File: config.mk
export PLATFORM = sky130hd
export DESIGN_NAME = sfb_param_rom
export DESIGN_NICKNAME = d
export VERILOG_FILES = /design/src/core/sfb_pkg.sv /design/src/core/sfb_rom.sv /design/src/core/sfb_param_rom.sv
export SDC_FILE = /design/constraint.sdc
export NUM_CORES = 1
export LEC_CHECK = 0
export BUFFER_PORTS_ARGS = -buffer_cell sky130_fd_sc_hd__buf_2
export CORE_MARGIN = 5
export CORE_UTILIZATION = 55
export CTS_BUF_LIST = sky130_fd_sc_hd__clkbuf_4
export DETAILED_ROUTE_END_ITERATION = 16
export GPL_TIMING_DRIVEN = 1
export HOLD_SLACK_MARGIN = 0.02
export PLACE_DENSITY = 0.75
export SKIP_CTS_REPAIR_TIMING = 1
export SLEW_MARGIN = 10
export SYNTH_ARGS = -nofsm -noshare
export SYNTH_HDL_FRONTEND = slang
export SYNTH_SLANG_ARGS = --single-unit
File: constraint.sdc
create_clock -name pclk -period 5.3 [get_ports pclk]
set_input_delay 1.06 -clock pclk [delete_from_list [all_inputs] [get_ports pclk]]
set_output_delay 1.06 -clock pclk [all_outputs]
set_load 0.01 [all_outputs]
File: src/core/sfb_pkg.sv
// sfb_pkg: constants shared by the discovery parameter rom and its lookup leaf.
// assumes nothing of its surroundings; imported by name only.
package sfb_pkg;

	// ----------------------------------------------------------------
	// parameter header and placement
	// ----------------------------------------------------------------
	localparam logic [7:0]  PARAM_ID      = 8'hA5;
	localparam logic [7:0]  PARAM_LEN     = 8'h88;
	localparam logic [15:0] BASIC_BASE    = 16'h1090;
	localparam logic [7:0]  IDX_ID        = 8'h00;
	localparam logic [7:0]  IDX_LEN       = 8'h01;
	localparam logic [7:0]  IDX_BASIC     = 8'h02;
	// first section is 18 double words after the two header bytes
	localparam logic [7:0]  SEC2_START    = 8'h4A;
	localparam logic [7:0]  FILL_BYTE     = 8'hFF;

	// ----------------------------------------------------------------
	// basic flash parameter bytes, relative to the parameter start
	// ----------------------------------------------------------------
	localparam logic [7:0]  IDX_B00       = 8'h02;
	localparam logic [7:0]  IDX_B01       = 8'h03;
	localparam logic [7:0]  IDX_B02       = 8'h04;
	localparam logic [7:0]  IDX_B03       = 8'h05;
	localparam logic [7:0]  IDX_B04       = 8'h06;
	localparam logic [7:0]  IDX_B05       = 8'h07;
	localparam logic [7:0]  IDX_B06       = 8'h08;
	localparam logic [7:0]  IDX_B07       = 8'h09;
	localparam logic [7:0]  IDX_B08       = 8'h0A;
	localparam logic [7:0]  IDX_B09       = 8'h0B;
	localparam logic [7:0]  IDX_B0A       = 8'h0C;
	localparam logic [7:0]  IDX_B0B       = 8'h0D;
	localparam logic [7:0]  VAL_B00       = 8'hE7;
	localparam logic [7:0]  VAL_B01       = 8'hFF;
	localparam logic [7:0]  VAL_B02_SDR   = 8'hB2;
	localparam logic [7:0]  VAL_B02_DDR   = 8'hBA;
	localparam logic [7:0]  VAL_B03       = 8'hFF;
	localparam logic [7:0]  VAL_DENS_LO   = 8'hFF;
	localparam logic [7:0]  VAL_DENS_HI   = 8'h1F;
	localparam logic [7:0]  VAL_QIO_CYC   = 8'h48;
	localparam logic [7:0]  VAL_QIO_OP    = 8'hEB;
	localparam logic [7:0]  VAL_QO_CYC    = 8'hFF;
	localparam logic [7:0]  VAL_QO_OP     = 8'hFF;

	// ----------------------------------------------------------------
	// apb register map (byte addresses)
	// ----------------------------------------------------------------
	localparam logic [7:0]  REG_PTR       = 8'h00;
	localparam logic [7:0]  REG_DATA      = 8'h04;
	localparam logic [7:0]  REG_WORD      = 8'h08;
	localparam logic [7:0]  REG_STATUS    = 8'h0C;
	localparam logic [7:0]  REG_INFO      = 8'h10;
	localparam logic [7:0]  RST_PTR       = 8'h00;
	localparam int          ST_DENIED     = 8;
	localparam int          ST_SEC2       = 9;
	localparam int          ST_PAST       = 10;
	localparam int          ST_DDR        = 11;
	localparam int          ST_ACTIVE     = 12;

	typedef enum logic {
		SFB_IDLE,
		SFB_STREAM
	} sfb_state_t;

endpackage

File: src/core/sfb_rom.sv
// sfb_rom: combinational byte lookup of the discovery parameter.
// assumes an index relative to the parameter start; unfilled bytes read as fill.
`timescale 1ns/1ps
`default_nettype none

module sfb_rom #(
	parameter bit DDR_VARIANT = 1'b0
) (
	input  wire logic [7:0] idx,
	output logic      [7:0] data
);

	always_comb begin
		case (idx)
			sfb_pkg::IDX_ID:  data = sfb_pkg::PARAM_ID;
			sfb_pkg::IDX_LEN: data = sfb_pkg::PARAM_LEN;
			sfb_pkg::IDX_B00: data = sfb_pkg::VAL_B00;
			sfb_pkg::IDX_B01: data = sfb_pkg::VAL_B01;
			sfb_pkg::IDX_B02: data = DDR_VARIANT ? sfb_pkg::VAL_B02_DDR
			                                     : sfb_pkg::VAL_B02_SDR;
			sfb_pkg::IDX_B03: data = sfb_pkg::VAL_B03;
			sfb_pkg::IDX_B04: data = sfb_pkg::VAL_DENS_LO;
			sfb_pkg::IDX_B05: data = sfb_pkg::VAL_DENS_LO;
			sfb_pkg::IDX_B06: data = sfb_pkg::VAL_DENS_LO;
			sfb_pkg::IDX_B07: data = sfb_pkg::VAL_DENS_HI;
			sfb_pkg::IDX_B08: data = sfb_pkg::VAL_QIO_CYC;
			sfb_pkg::IDX_B09: data = sfb_pkg::VAL_QIO_OP;
			sfb_pkg::IDX_B0A: data = sfb_pkg::VAL_QO_CYC;
			sfb_pkg::IDX_B0B: data = sfb_pkg::VAL_QO_OP;
			// rest of section 1 and the sector map (from SEC2_START) are not held here
			default:          data = sfb_pkg::FILL_BYTE;
		endcase
	end

endmodule

`default_nettype wire

File: src/core/sfb_param_rom.sv
// sfb_param_rom: read-only discovery parameter with an apb slave and a byte stream port.
// assumes one clock pclk, asynchronous active-low presetn, stream requests synchronous.
//
// Function
// - all discovery tables appear as one contiguous byte parameter.
// - sector map section follows directly after the fixed first section.
// - relative byte 00h returns parameter identifier A5h.
// - relative byte 01h returns following-byte count 88h.
// - first basic byte sits at relative 02h, discovery address 1090h.
// - basic byte 00h reads E7h.
// - basic byte 01h reads FFh, no 4-KB erase opcode.
// - basic byte 02h reads B2h, or BAh on the DDR variant.
// - basic byte 03h reads FFh, all bits unused.
// - basic bytes 04h to 07h give density 1FFFFFFFh, low byte first.
// - basic byte 08h reads 48h, quad I/O mode and dummy cycles.
// - basic byte 09h reads quad I/O opcode EBh.
// - basic bytes 0Ah and 0Bh read FFh, quad output unsupported.
//
// Our own choices: the APB interface to the registers and the register addresses.
`timescale 1ns/1ps
`default_nettype none

module sfb_param_rom #(
	parameter bit DDR_VARIANT = 1'b0
) (
	input  wire logic        pclk,
	input  wire logic        presetn,
	input  wire logic        psel,
	input  wire logic        penable,
	input  wire logic        pwrite,
	input  wire logic [7:0]  paddr,
	input  wire logic [31:0] pwdata,
	input  wire logic [3:0]  pstrb,
	output logic      [31:0] prdata,
	output logic             pready,
	output logic             pslverr,
	input  wire logic        xfer_start,
	input  wire logic [7:0]  xfer_addr,
	input  wire logic        xfer_next,
	input  wire logic        xfer_end,
	output logic      [7:0]  xfer_data,
	output logic             xfer_busy
);

	// ----------------------------------------------------------------
	// state
	// ----------------------------------------------------------------
	typedef struct packed {
		logic [7:0]          ptr;
		logic [31:0]         rdata;
		logic                denied;
		sfb_pkg::sfb_state_t st;
		logic [7:0]          s_ptr;
		logic [7:0]          s_data;
		logic [15:0]         s_count;
	} sfb_regs_t;

	sfb_regs_t  state_r;
	sfb_regs_t  state_nxt;

	// ----------------------------------------------------------------
	// byte lookups: four lanes for the word view, one for the stream
	// ----------------------------------------------------------------
	logic [7:0] lane_idx  [5];
	logic [7:0] lane_data [5];

	genvar g;
	generate
		for (g = 0; g < 4; g++) begin : g_lane
			assign lane_idx[g] = state_r.ptr + 8'(g);
		end
	endgenerate
	// a new stream starts at the host address, later bytes at the stream pointer
	assign lane_idx[4] = xfer_start ? xfer_addr : state_r.s_ptr;

	generate
		for (g = 0; g < 5; g++) begin : g_rom
			sfb_rom #(
				.DDR_VARIANT (DDR_VARIANT)
			) u_rom (
				.idx  (lane_idx[g]),
				.data (lane_data[g])
			);
		end
	endgenerate

	// ----------------------------------------------------------------
	// apb decode
	// ----------------------------------------------------------------
	logic        setup_ph;
	logic        access_ph;
	logic        hit;
	logic        ro_write;
	logic [31:0] rd_mux;
	logic [31:0] status_w;
	logic        in_sec2;
	logic        past_end;

	assign setup_ph  = psel && !penable;
	assign access_ph = psel && penable;
	assign in_sec2   = (state_r.ptr >= sfb_pkg::SEC2_START);
	// last byte of the parameter sits at LEN + 1
	assign past_end  = (state_r.ptr > (sfb_pkg::PARAM_LEN + 8'h01));

	always_comb begin
		status_w = 32'h0000_0000;
		status_w[7:0]                 = state_r.ptr;
		status_w[sfb_pkg::ST_DENIED]  = state_r.denied;
		status_w[sfb_pkg::ST_SEC2]    = in_sec2;
		status_w[sfb_pkg::ST_PAST]    = past_end;
		status_w[sfb_pkg::ST_DDR]     = DDR_VARIANT;
		status_w[sfb_pkg::ST_ACTIVE]  = (state_r.st == sfb_pkg::SFB_STREAM);
		status_w[31:16]               = state_r.s_count;
	end

	always_comb begin
		hit    = 1'b1;
		rd_mux = 32'h0000_0000;
		if (paddr == sfb_pkg::REG_PTR) begin
			rd_mux = {24'h00_0000, state_r.ptr};
		end else if (paddr == sfb_pkg::REG_DATA) begin
			rd_mux = {24'h00_0000, lane_data[0]};
		end else if (paddr == sfb_pkg::REG_WORD) begin
			// low byte first, as the table stores multi-byte fields
			rd_mux = {lane_data[3], lane_data[2], lane_data[1], lane_data[0]};
		end else if (paddr == sfb_pkg::REG_STATUS) begin
			rd_mux = status_w;
		end else if (paddr == sfb_pkg::REG_INFO) begin
			rd_mux = {sfb_pkg::PARAM_LEN, sfb_pkg::PARAM_ID, sfb_pkg::BASIC_BASE};
		end else begin
			hit = 1'b0;
		end
	end

	// table contents are read-only; only the pointer and status accept writes
	assign ro_write = pwrite && (paddr == sfb_pkg::REG_DATA || paddr == sfb_pkg::REG_WORD
	                             || paddr == sfb_pkg::REG_INFO);

	assign pready  = 1'b1;
	assign pslverr = access_ph && (!hit || ro_write);
	assign prdata  = state_r.rdata;

	// ----------------------------------------------------------------
	// next state
	// ----------------------------------------------------------------
	always_comb begin
		state_nxt = state_r;

		// read data is staged in the setup cycle so the access needs no wait
		if (setup_ph) begin
			state_nxt.rdata = pwrite ? 32'h0000_0000 : rd_mux;
		end

		if (access_ph) begin
			if (pwrite) begin
				if (paddr == sfb_pkg::REG_PTR && pstrb[0]) begin
					state_nxt.ptr = pwdata[7:0];
				end else if (paddr == sfb_pkg::REG_STATUS && pstrb[1]
				             && pwdata[sfb_pkg::ST_DENIED]) begin
					state_nxt.denied = 1'b0;
				end
			end else if (paddr == sfb_pkg::REG_DATA) begin
				state_nxt.ptr = state_r.ptr + 8'h01;
			end
			// a refused write sets the flag after any clear, so it is not lost
			if (ro_write) begin
				state_nxt.denied = 1'b1;
			end
		end

		// byte stream toward the serial side
		case (state_r.st)
			sfb_pkg::SFB_IDLE: begin
				if (xfer_start) begin
					state_nxt.st      = sfb_pkg::SFB_STREAM;
					state_nxt.s_data  = lane_data[4];
					state_nxt.s_ptr   = xfer_addr + 8'h01;
					state_nxt.s_count = 16'h0001;
				end
			end
			sfb_pkg::SFB_STREAM: begin
				if (xfer_end) begin
					state_nxt.st = sfb_pkg::SFB_IDLE;
				end else if (xfer_start) begin
					state_nxt.s_data  = lane_data[4];
					state_nxt.s_ptr   = xfer_addr + 8'h01;
					state_nxt.s_count = 16'h0001;
				end else if (xfer_next) begin
					// contiguous bytes across both sections, one per request
					state_nxt.s_data  = lane_data[4];
					state_nxt.s_ptr   = state_r.s_ptr + 8'h01;
					state_nxt.s_count = state_r.s_count + 16'h0001;
				end
			end
			default: begin
				state_nxt.st = sfb_pkg::SFB_IDLE;
			end
		endcase
	end

	// ----------------------------------------------------------------
	// registers
	// ----------------------------------------------------------------
	always_ff @(posedge pclk or negedge presetn) begin
		if (!presetn) begin
			state_r.ptr     <= sfb_pkg::RST_PTR;
			state_r.rdata   <= 32'h0000_0000;
			state_r.denied  <= 1'b0;
			state_r.st      <= sfb_pkg::SFB_IDLE;
			state_r.s_ptr   <= 8'h00;
			state_r.s_data  <= 8'h00;
			state_r.s_count <= 16'h0000;
		end else begin
			state_r <= state_nxt;
		end
	end

	assign xfer_data = state_r.s_data;
	assign xfer_busy = (state_r.st == sfb_pkg::SFB_STREAM);

endmodule

`default_nettype wire

# Word-level counts from Yosys, hierarchy flattened
# Memory sizes are Yosys's and may differ from the RTL's.
# Cells that the tools add are included.
# Widths: inputs -> output; s select.
# op_classes
div_mod_pow	0
shift	0
bitwise_logic	1
eq_ne	9
n_mux	30
reduce_logical	24
addsub	6
n_mul	0
order_cmp	2
# ops
cell	n
$mux 32	9
$mux 8	9
$pmux 33 s2	1
$mux 33	1
$add 8x1->8 const B	3
$logic_not 4->1	5
$add 16x1->16 const B	1
$add 8x2->8 const B	2
$eq 8x4->1 const B	2
$mux 1	10
$eq 8x3->1 const B	1
$eq 8x5->1 const B	1
$ge 8x7->1 const B	1
$gt 8x8->1 const B	1
$logic_not 8->1	1
$logic_and 1x1->1	7
$ne 2x2->1 const B	3
$reduce_and 3->1	2
$reduce_bool 2->1	3
$reduce_and 4->1	1
$logic_or 1x1->1	3
$ne 3x3->1 const B	1
$logic_not 1->1	2
$ne 2x1->1 const B	1
$not 1->1	1
# word_totals
output_inout_bits	43
word_cells	84
mem_bits_rw	0
rom_bits	640
n_memories	5
ff_bits	74
input_bits	60
latchBits	0
# memory_table
name	words	width	read_ports	rd_ports_with_merged_regs	write_ports	line_no	text
(name not given)	16	8	1	0	0	sfb_rom.sv:14	case (idx)
(name not given)	16	8	1	0	0	sfb_rom.sv:14	
(name not given)	16	8	1	0	0	sfb_rom.sv:14	
(name not given)	16	8	1	0	0	sfb_rom.sv:14	
(name not given)	16	8	1	0	0	sfb_rom.sv:14	

# Logic depth before layout (Yosys ltp)
# depth
ltp_word	9
mapped_depth	9
ltp_nobuf	8

# Cells and area by module
# A second synthesis with hierarchy kept.
# hier_totals
hier_cells	689
area_unflattened_um2	5824.3
# by_module_without_submodules
module	instances	seq_area_each_um2	cells_per_inst	area_per_inst_um2
sfb_param_rom	1	1851.8	529	4710.8
sfb_rom	5	0.0	32	222.7

# Worst setup path before layout
# Ideal clock, no wire load.
# synth_path
path_kind	input to output
from	input paddr[2]
to	output pslverr
n_path_buf	1
t_required_ns	4.240
stages	4
arrival_time_ns	2.073
setup_slack_ns	2.167
cell_sequence	clkbuf_1 > xor2_1 > o22ai_1 > a21oi_1
# synth_via
elab_chain_cells	9
# synth_rtl
element	line_no	text
start, declared	sfb_param_rom.sv:31	input wire logic [7:0] paddr,
$eq 8x5->1	sfb_param_rom.sv:128, sfb_param_rom.sv:137	
$mux 1	sfb_param_rom.sv:128	end else if (paddr == sfb_pkg::REG_INFO) begin
$mux 1	sfb_param_rom.sv:126	end else if (paddr == sfb_pkg::REG_STATUS) begin
$mux 1	sfb_param_rom.sv:123	end else if (paddr == sfb_pkg::REG_WORD) begin
$mux 1	sfb_param_rom.sv:121	end else if (paddr == sfb_pkg::REG_DATA) begin
$mux 1	sfb_param_rom.sv:119	if (paddr == sfb_pkg::REG_PTR) begin
$logic_not 1->1	sfb_param_rom.sv:140	assign pslverr = access_ph && (!hit || ro_write);
$logic_or 1x1->1 (*)	sfb_param_rom.sv:140	
$logic_and 1x1->1 (*)	sfb_param_rom.sv:140	
end, declared	sfb_param_rom.sv:36	output logic pslverr,
# Every way passes the cells marked *; elsewhere a longest branch is shown, timed or not.

# Worst setup path after layout
# Ends and elaborated chain as after synthesis.

==> flow_summary.ini <==
[placement]
io_buffers = 76
hpwl_um = 10080
placed_cells = 793
gp_congestion = 0.9019

[power]
sequentialPowerShare_pct = 49.6
power_leakage_nw = 2.503
comb_power_share_pct = 18.1
clkPwrFrac_pct = 32.4
netSwitchingFraction_pct = 32.09
p_switching_w = 0.0004083
ir_worst_vdd_mv = 0.1109
power.density_nw_per_um2 = 225.2
p_int_w = 0.0008641

[outcome]
outcome = finished, final reports clean

[floorplan]
ios = 103
fp.dieH_um = 109.0
fp.dieW_um = 109.0
coreArea_um2 = 9684
start_util_pct = 55.65
fp-row-count = 36
die-area_um2 = 11880

[finish]
final_common_cell = nand2_1
antenna_cells = 0
final_cells = 808
syn2layout_area_growth_pct = 4.829
drive_gt1_share_pct = 16.44
post-route-util_pct = 58.33
nNetsFinal = 751
layout_common_cells = nand2_1, o21ai_0, buf_2

[synth]
yosysWarnings = 0
synth_nets = 743
ys_seq_elements = 74
synth_seq_area_share_pct = 34.36
synth-edff-count = 0
ys.flop_type = dfrtp_1
synth.cell_area_um2 = 5389
synth.avg_cell_area_um2 = 8.128
synth_cell_types = 68
async_flop_share_pct = 100.0
syn_inst = 663

[setup_path]
worst-r2r-setup-slack_ns = 2.33
arrival_ns = 2.37
cp_slowest_cell = xor2_1
critPathMaxStageDelay_ns = 0.49
cpMostUsedCell = buf_2
start_kind = input pin
worstPathMaxFanout = 19
required_ns = 4.24
cp_cell_sequence = buf_2 -> xor2_1 -> o22ai_1 -> a21oi_1 -> buf_2
path_class = in -> out
cp-end-kind = output port

[route]
drcViolationCount = 0
drt_iter0_markers = 434
routedWlPerCell_um = 17.32
vias = 4860
vias_per_cell = 6.015
routed_wl_um = 13990
drt-pass1-iter-count = 5
ant_nets = 0

[timing]
fin_crit_sh_pct = 64.64
report.final.slew_viol_count = 0
clock_skew_ns = 0.02004
tightest_slew_ns = 0.9881
setup_viol = 0
max_freq_ghz = 0.2919
finalCriticalPeriod_ns = 3.426
setup-tns-final_ns = 0
hold_viol = 0
rsz0062_at_grt = false
slew_headroom_pct = 33.62

[flow_run]
maxCapViolations = 0

[clock_network]
clkTransAtPathRegs_ns = 0.14
worst_skew_pair.late_latency_ns = 0.45
cts_root_buf = clkbuf_4
h-tree-depth = 3
cts_buffers = 9
tritoncts = built
cts.sinks = 74
clk_path_buf_depth = 2

[global_route]
grt_antenna_before_repair = 0
grt_pass1_wl_um = 23180
grt_pass1_vias = 4655
grt-ovfl-total = 0
grt_max_degree = 42
grt.total_usage_pct = 24.51

[min_path]
min_path_type = reg -> reg
[cell families (layout without fill, tap and decap cells)]
| family | Yosys count | after routing | synth area share [%] |
|---|---|---|---|
| AOI/OAI and AO/OA | 194 | 194 | 21.64 |
| xor gates and xnor gates | 22 | 22 | 3.575 |
| adders and majority gates | 21 | 21 | 4.829 |
| buffers and inverters | 100 | 112 | 10.03 |
| DFF | 74 | 74 | 34.36 |
| muxes | 22 | 22 | 4.434 |
| other | 1 | 1 | 0.06959 |
| and+or+nand+nor | 229 | 229 | 21.06 |
[power by group through the flow]
stage | clock network (W) | registers (W) | logic, W
2_1_floorplan | 0 | 0.000626 | 0.000165
3_3_place_gp | 0 | 0.000638 | 0.000221
3_5_place_dp | 0 | 0.000639 | 0.000226
4_1_cts | 0.000415 | 0.000629 | 0.000229
5_1_grt | 0.000442 | 0.000637 | 0.000263
6_report | 0.000412 | 0.000631 | 0.000230
[Yosys cell counts, drive strengths merged, types with 7 or more instances]
master / instances / share of area [%]
a21oi: 46 / 4.3
a31oi: 7 / 0.81
and3: 10 / 1.2
buf: 47 / 6.3
clkbuf: 36 / 2.5
dfrtp: 74 / 34
ha: 20 / 4.6
inv: 17 / 1.2
mux2i: 16 / 3.0
nand2: 86 / 6.0
nand2b: 13 / 1.5
nand3: 20 / 1.9
nor2: 33 / 2.3
nor2b: 7 / 0.81
nor3: 13 / 1.2
nor4: 10 / 1.2
o21ai: 85 / 7.9
or3: 10 / 1.2
xnor2: 10 / 1.6
xor2: 12 / 2.0
[metal layers]
metal | up-vias | wire (um) | GRT usage, %
met1 | 2332 | 6383 | 35.57
li1 | 2340 | - | -
met2 | 172 | 6398 | 37.81
met5 | - | 0 | 0
met3 | 16 | 1015 | 3.908
met4 | 0 | 195 | 7.033
[metrics by stage]
step | total power (W) | area [um^2] | worst slack [ns] | hold slack, ns
after global placement | 0.0008583 | 5489 | 1.777 | 0.4477
after global routing | 0.001341 | 5649 | 1.680 | 0.5104
after detailed placement | 0.0008653 | 5489 | 1.748 | 0.4513
after CTS | 0.001273 | 5649 | 1.893 | 0.4817
after floorplan | 0.0007916 | 5389 | 2.167 | 0.4400
final | 0.001272 | 5649 | 1.874 | 0.4804
[registers in the layout (all words and copies together) (netlist names)]
signal     cells
xfer_data      8
xfer_busy      1
state_r       33
prdata        32
[final timing paths]
path	start	to	cells past startpoint
worst min register to register	prdata[16]	prdata[16]	2
worst min-delay path	prdata[16]	prdata[16]	2
worst max register to register	state_r[68]	prdata[31]	6
max in group asynchronous	presetn	state_r[31]	2
worst max-delay path	paddr[2]	pslverr	5
min in group asynchronous	presetn	prdata[3]	1
[final cells by class]
class | count | area (um^2)
clock buffers | 9 | 67.56
clock inverters | 6 | 92.59
fillers | 876 | 4035
inverters | 17 | 63.81
multi-input cells | 489 | 2997
flip-flops and latches | 74 | 1852
well taps | 133 | 166.4
repair buffers | 80 | 410.4
[critical path, delay by kind of cell]
family,cells,cell delay [ns]
AO/OA/AOI/OAI,2,0.35
XOR/XNOR,1,0.49
buffers and inverters,2,0.46
Power figures use the tool's default switching activity.
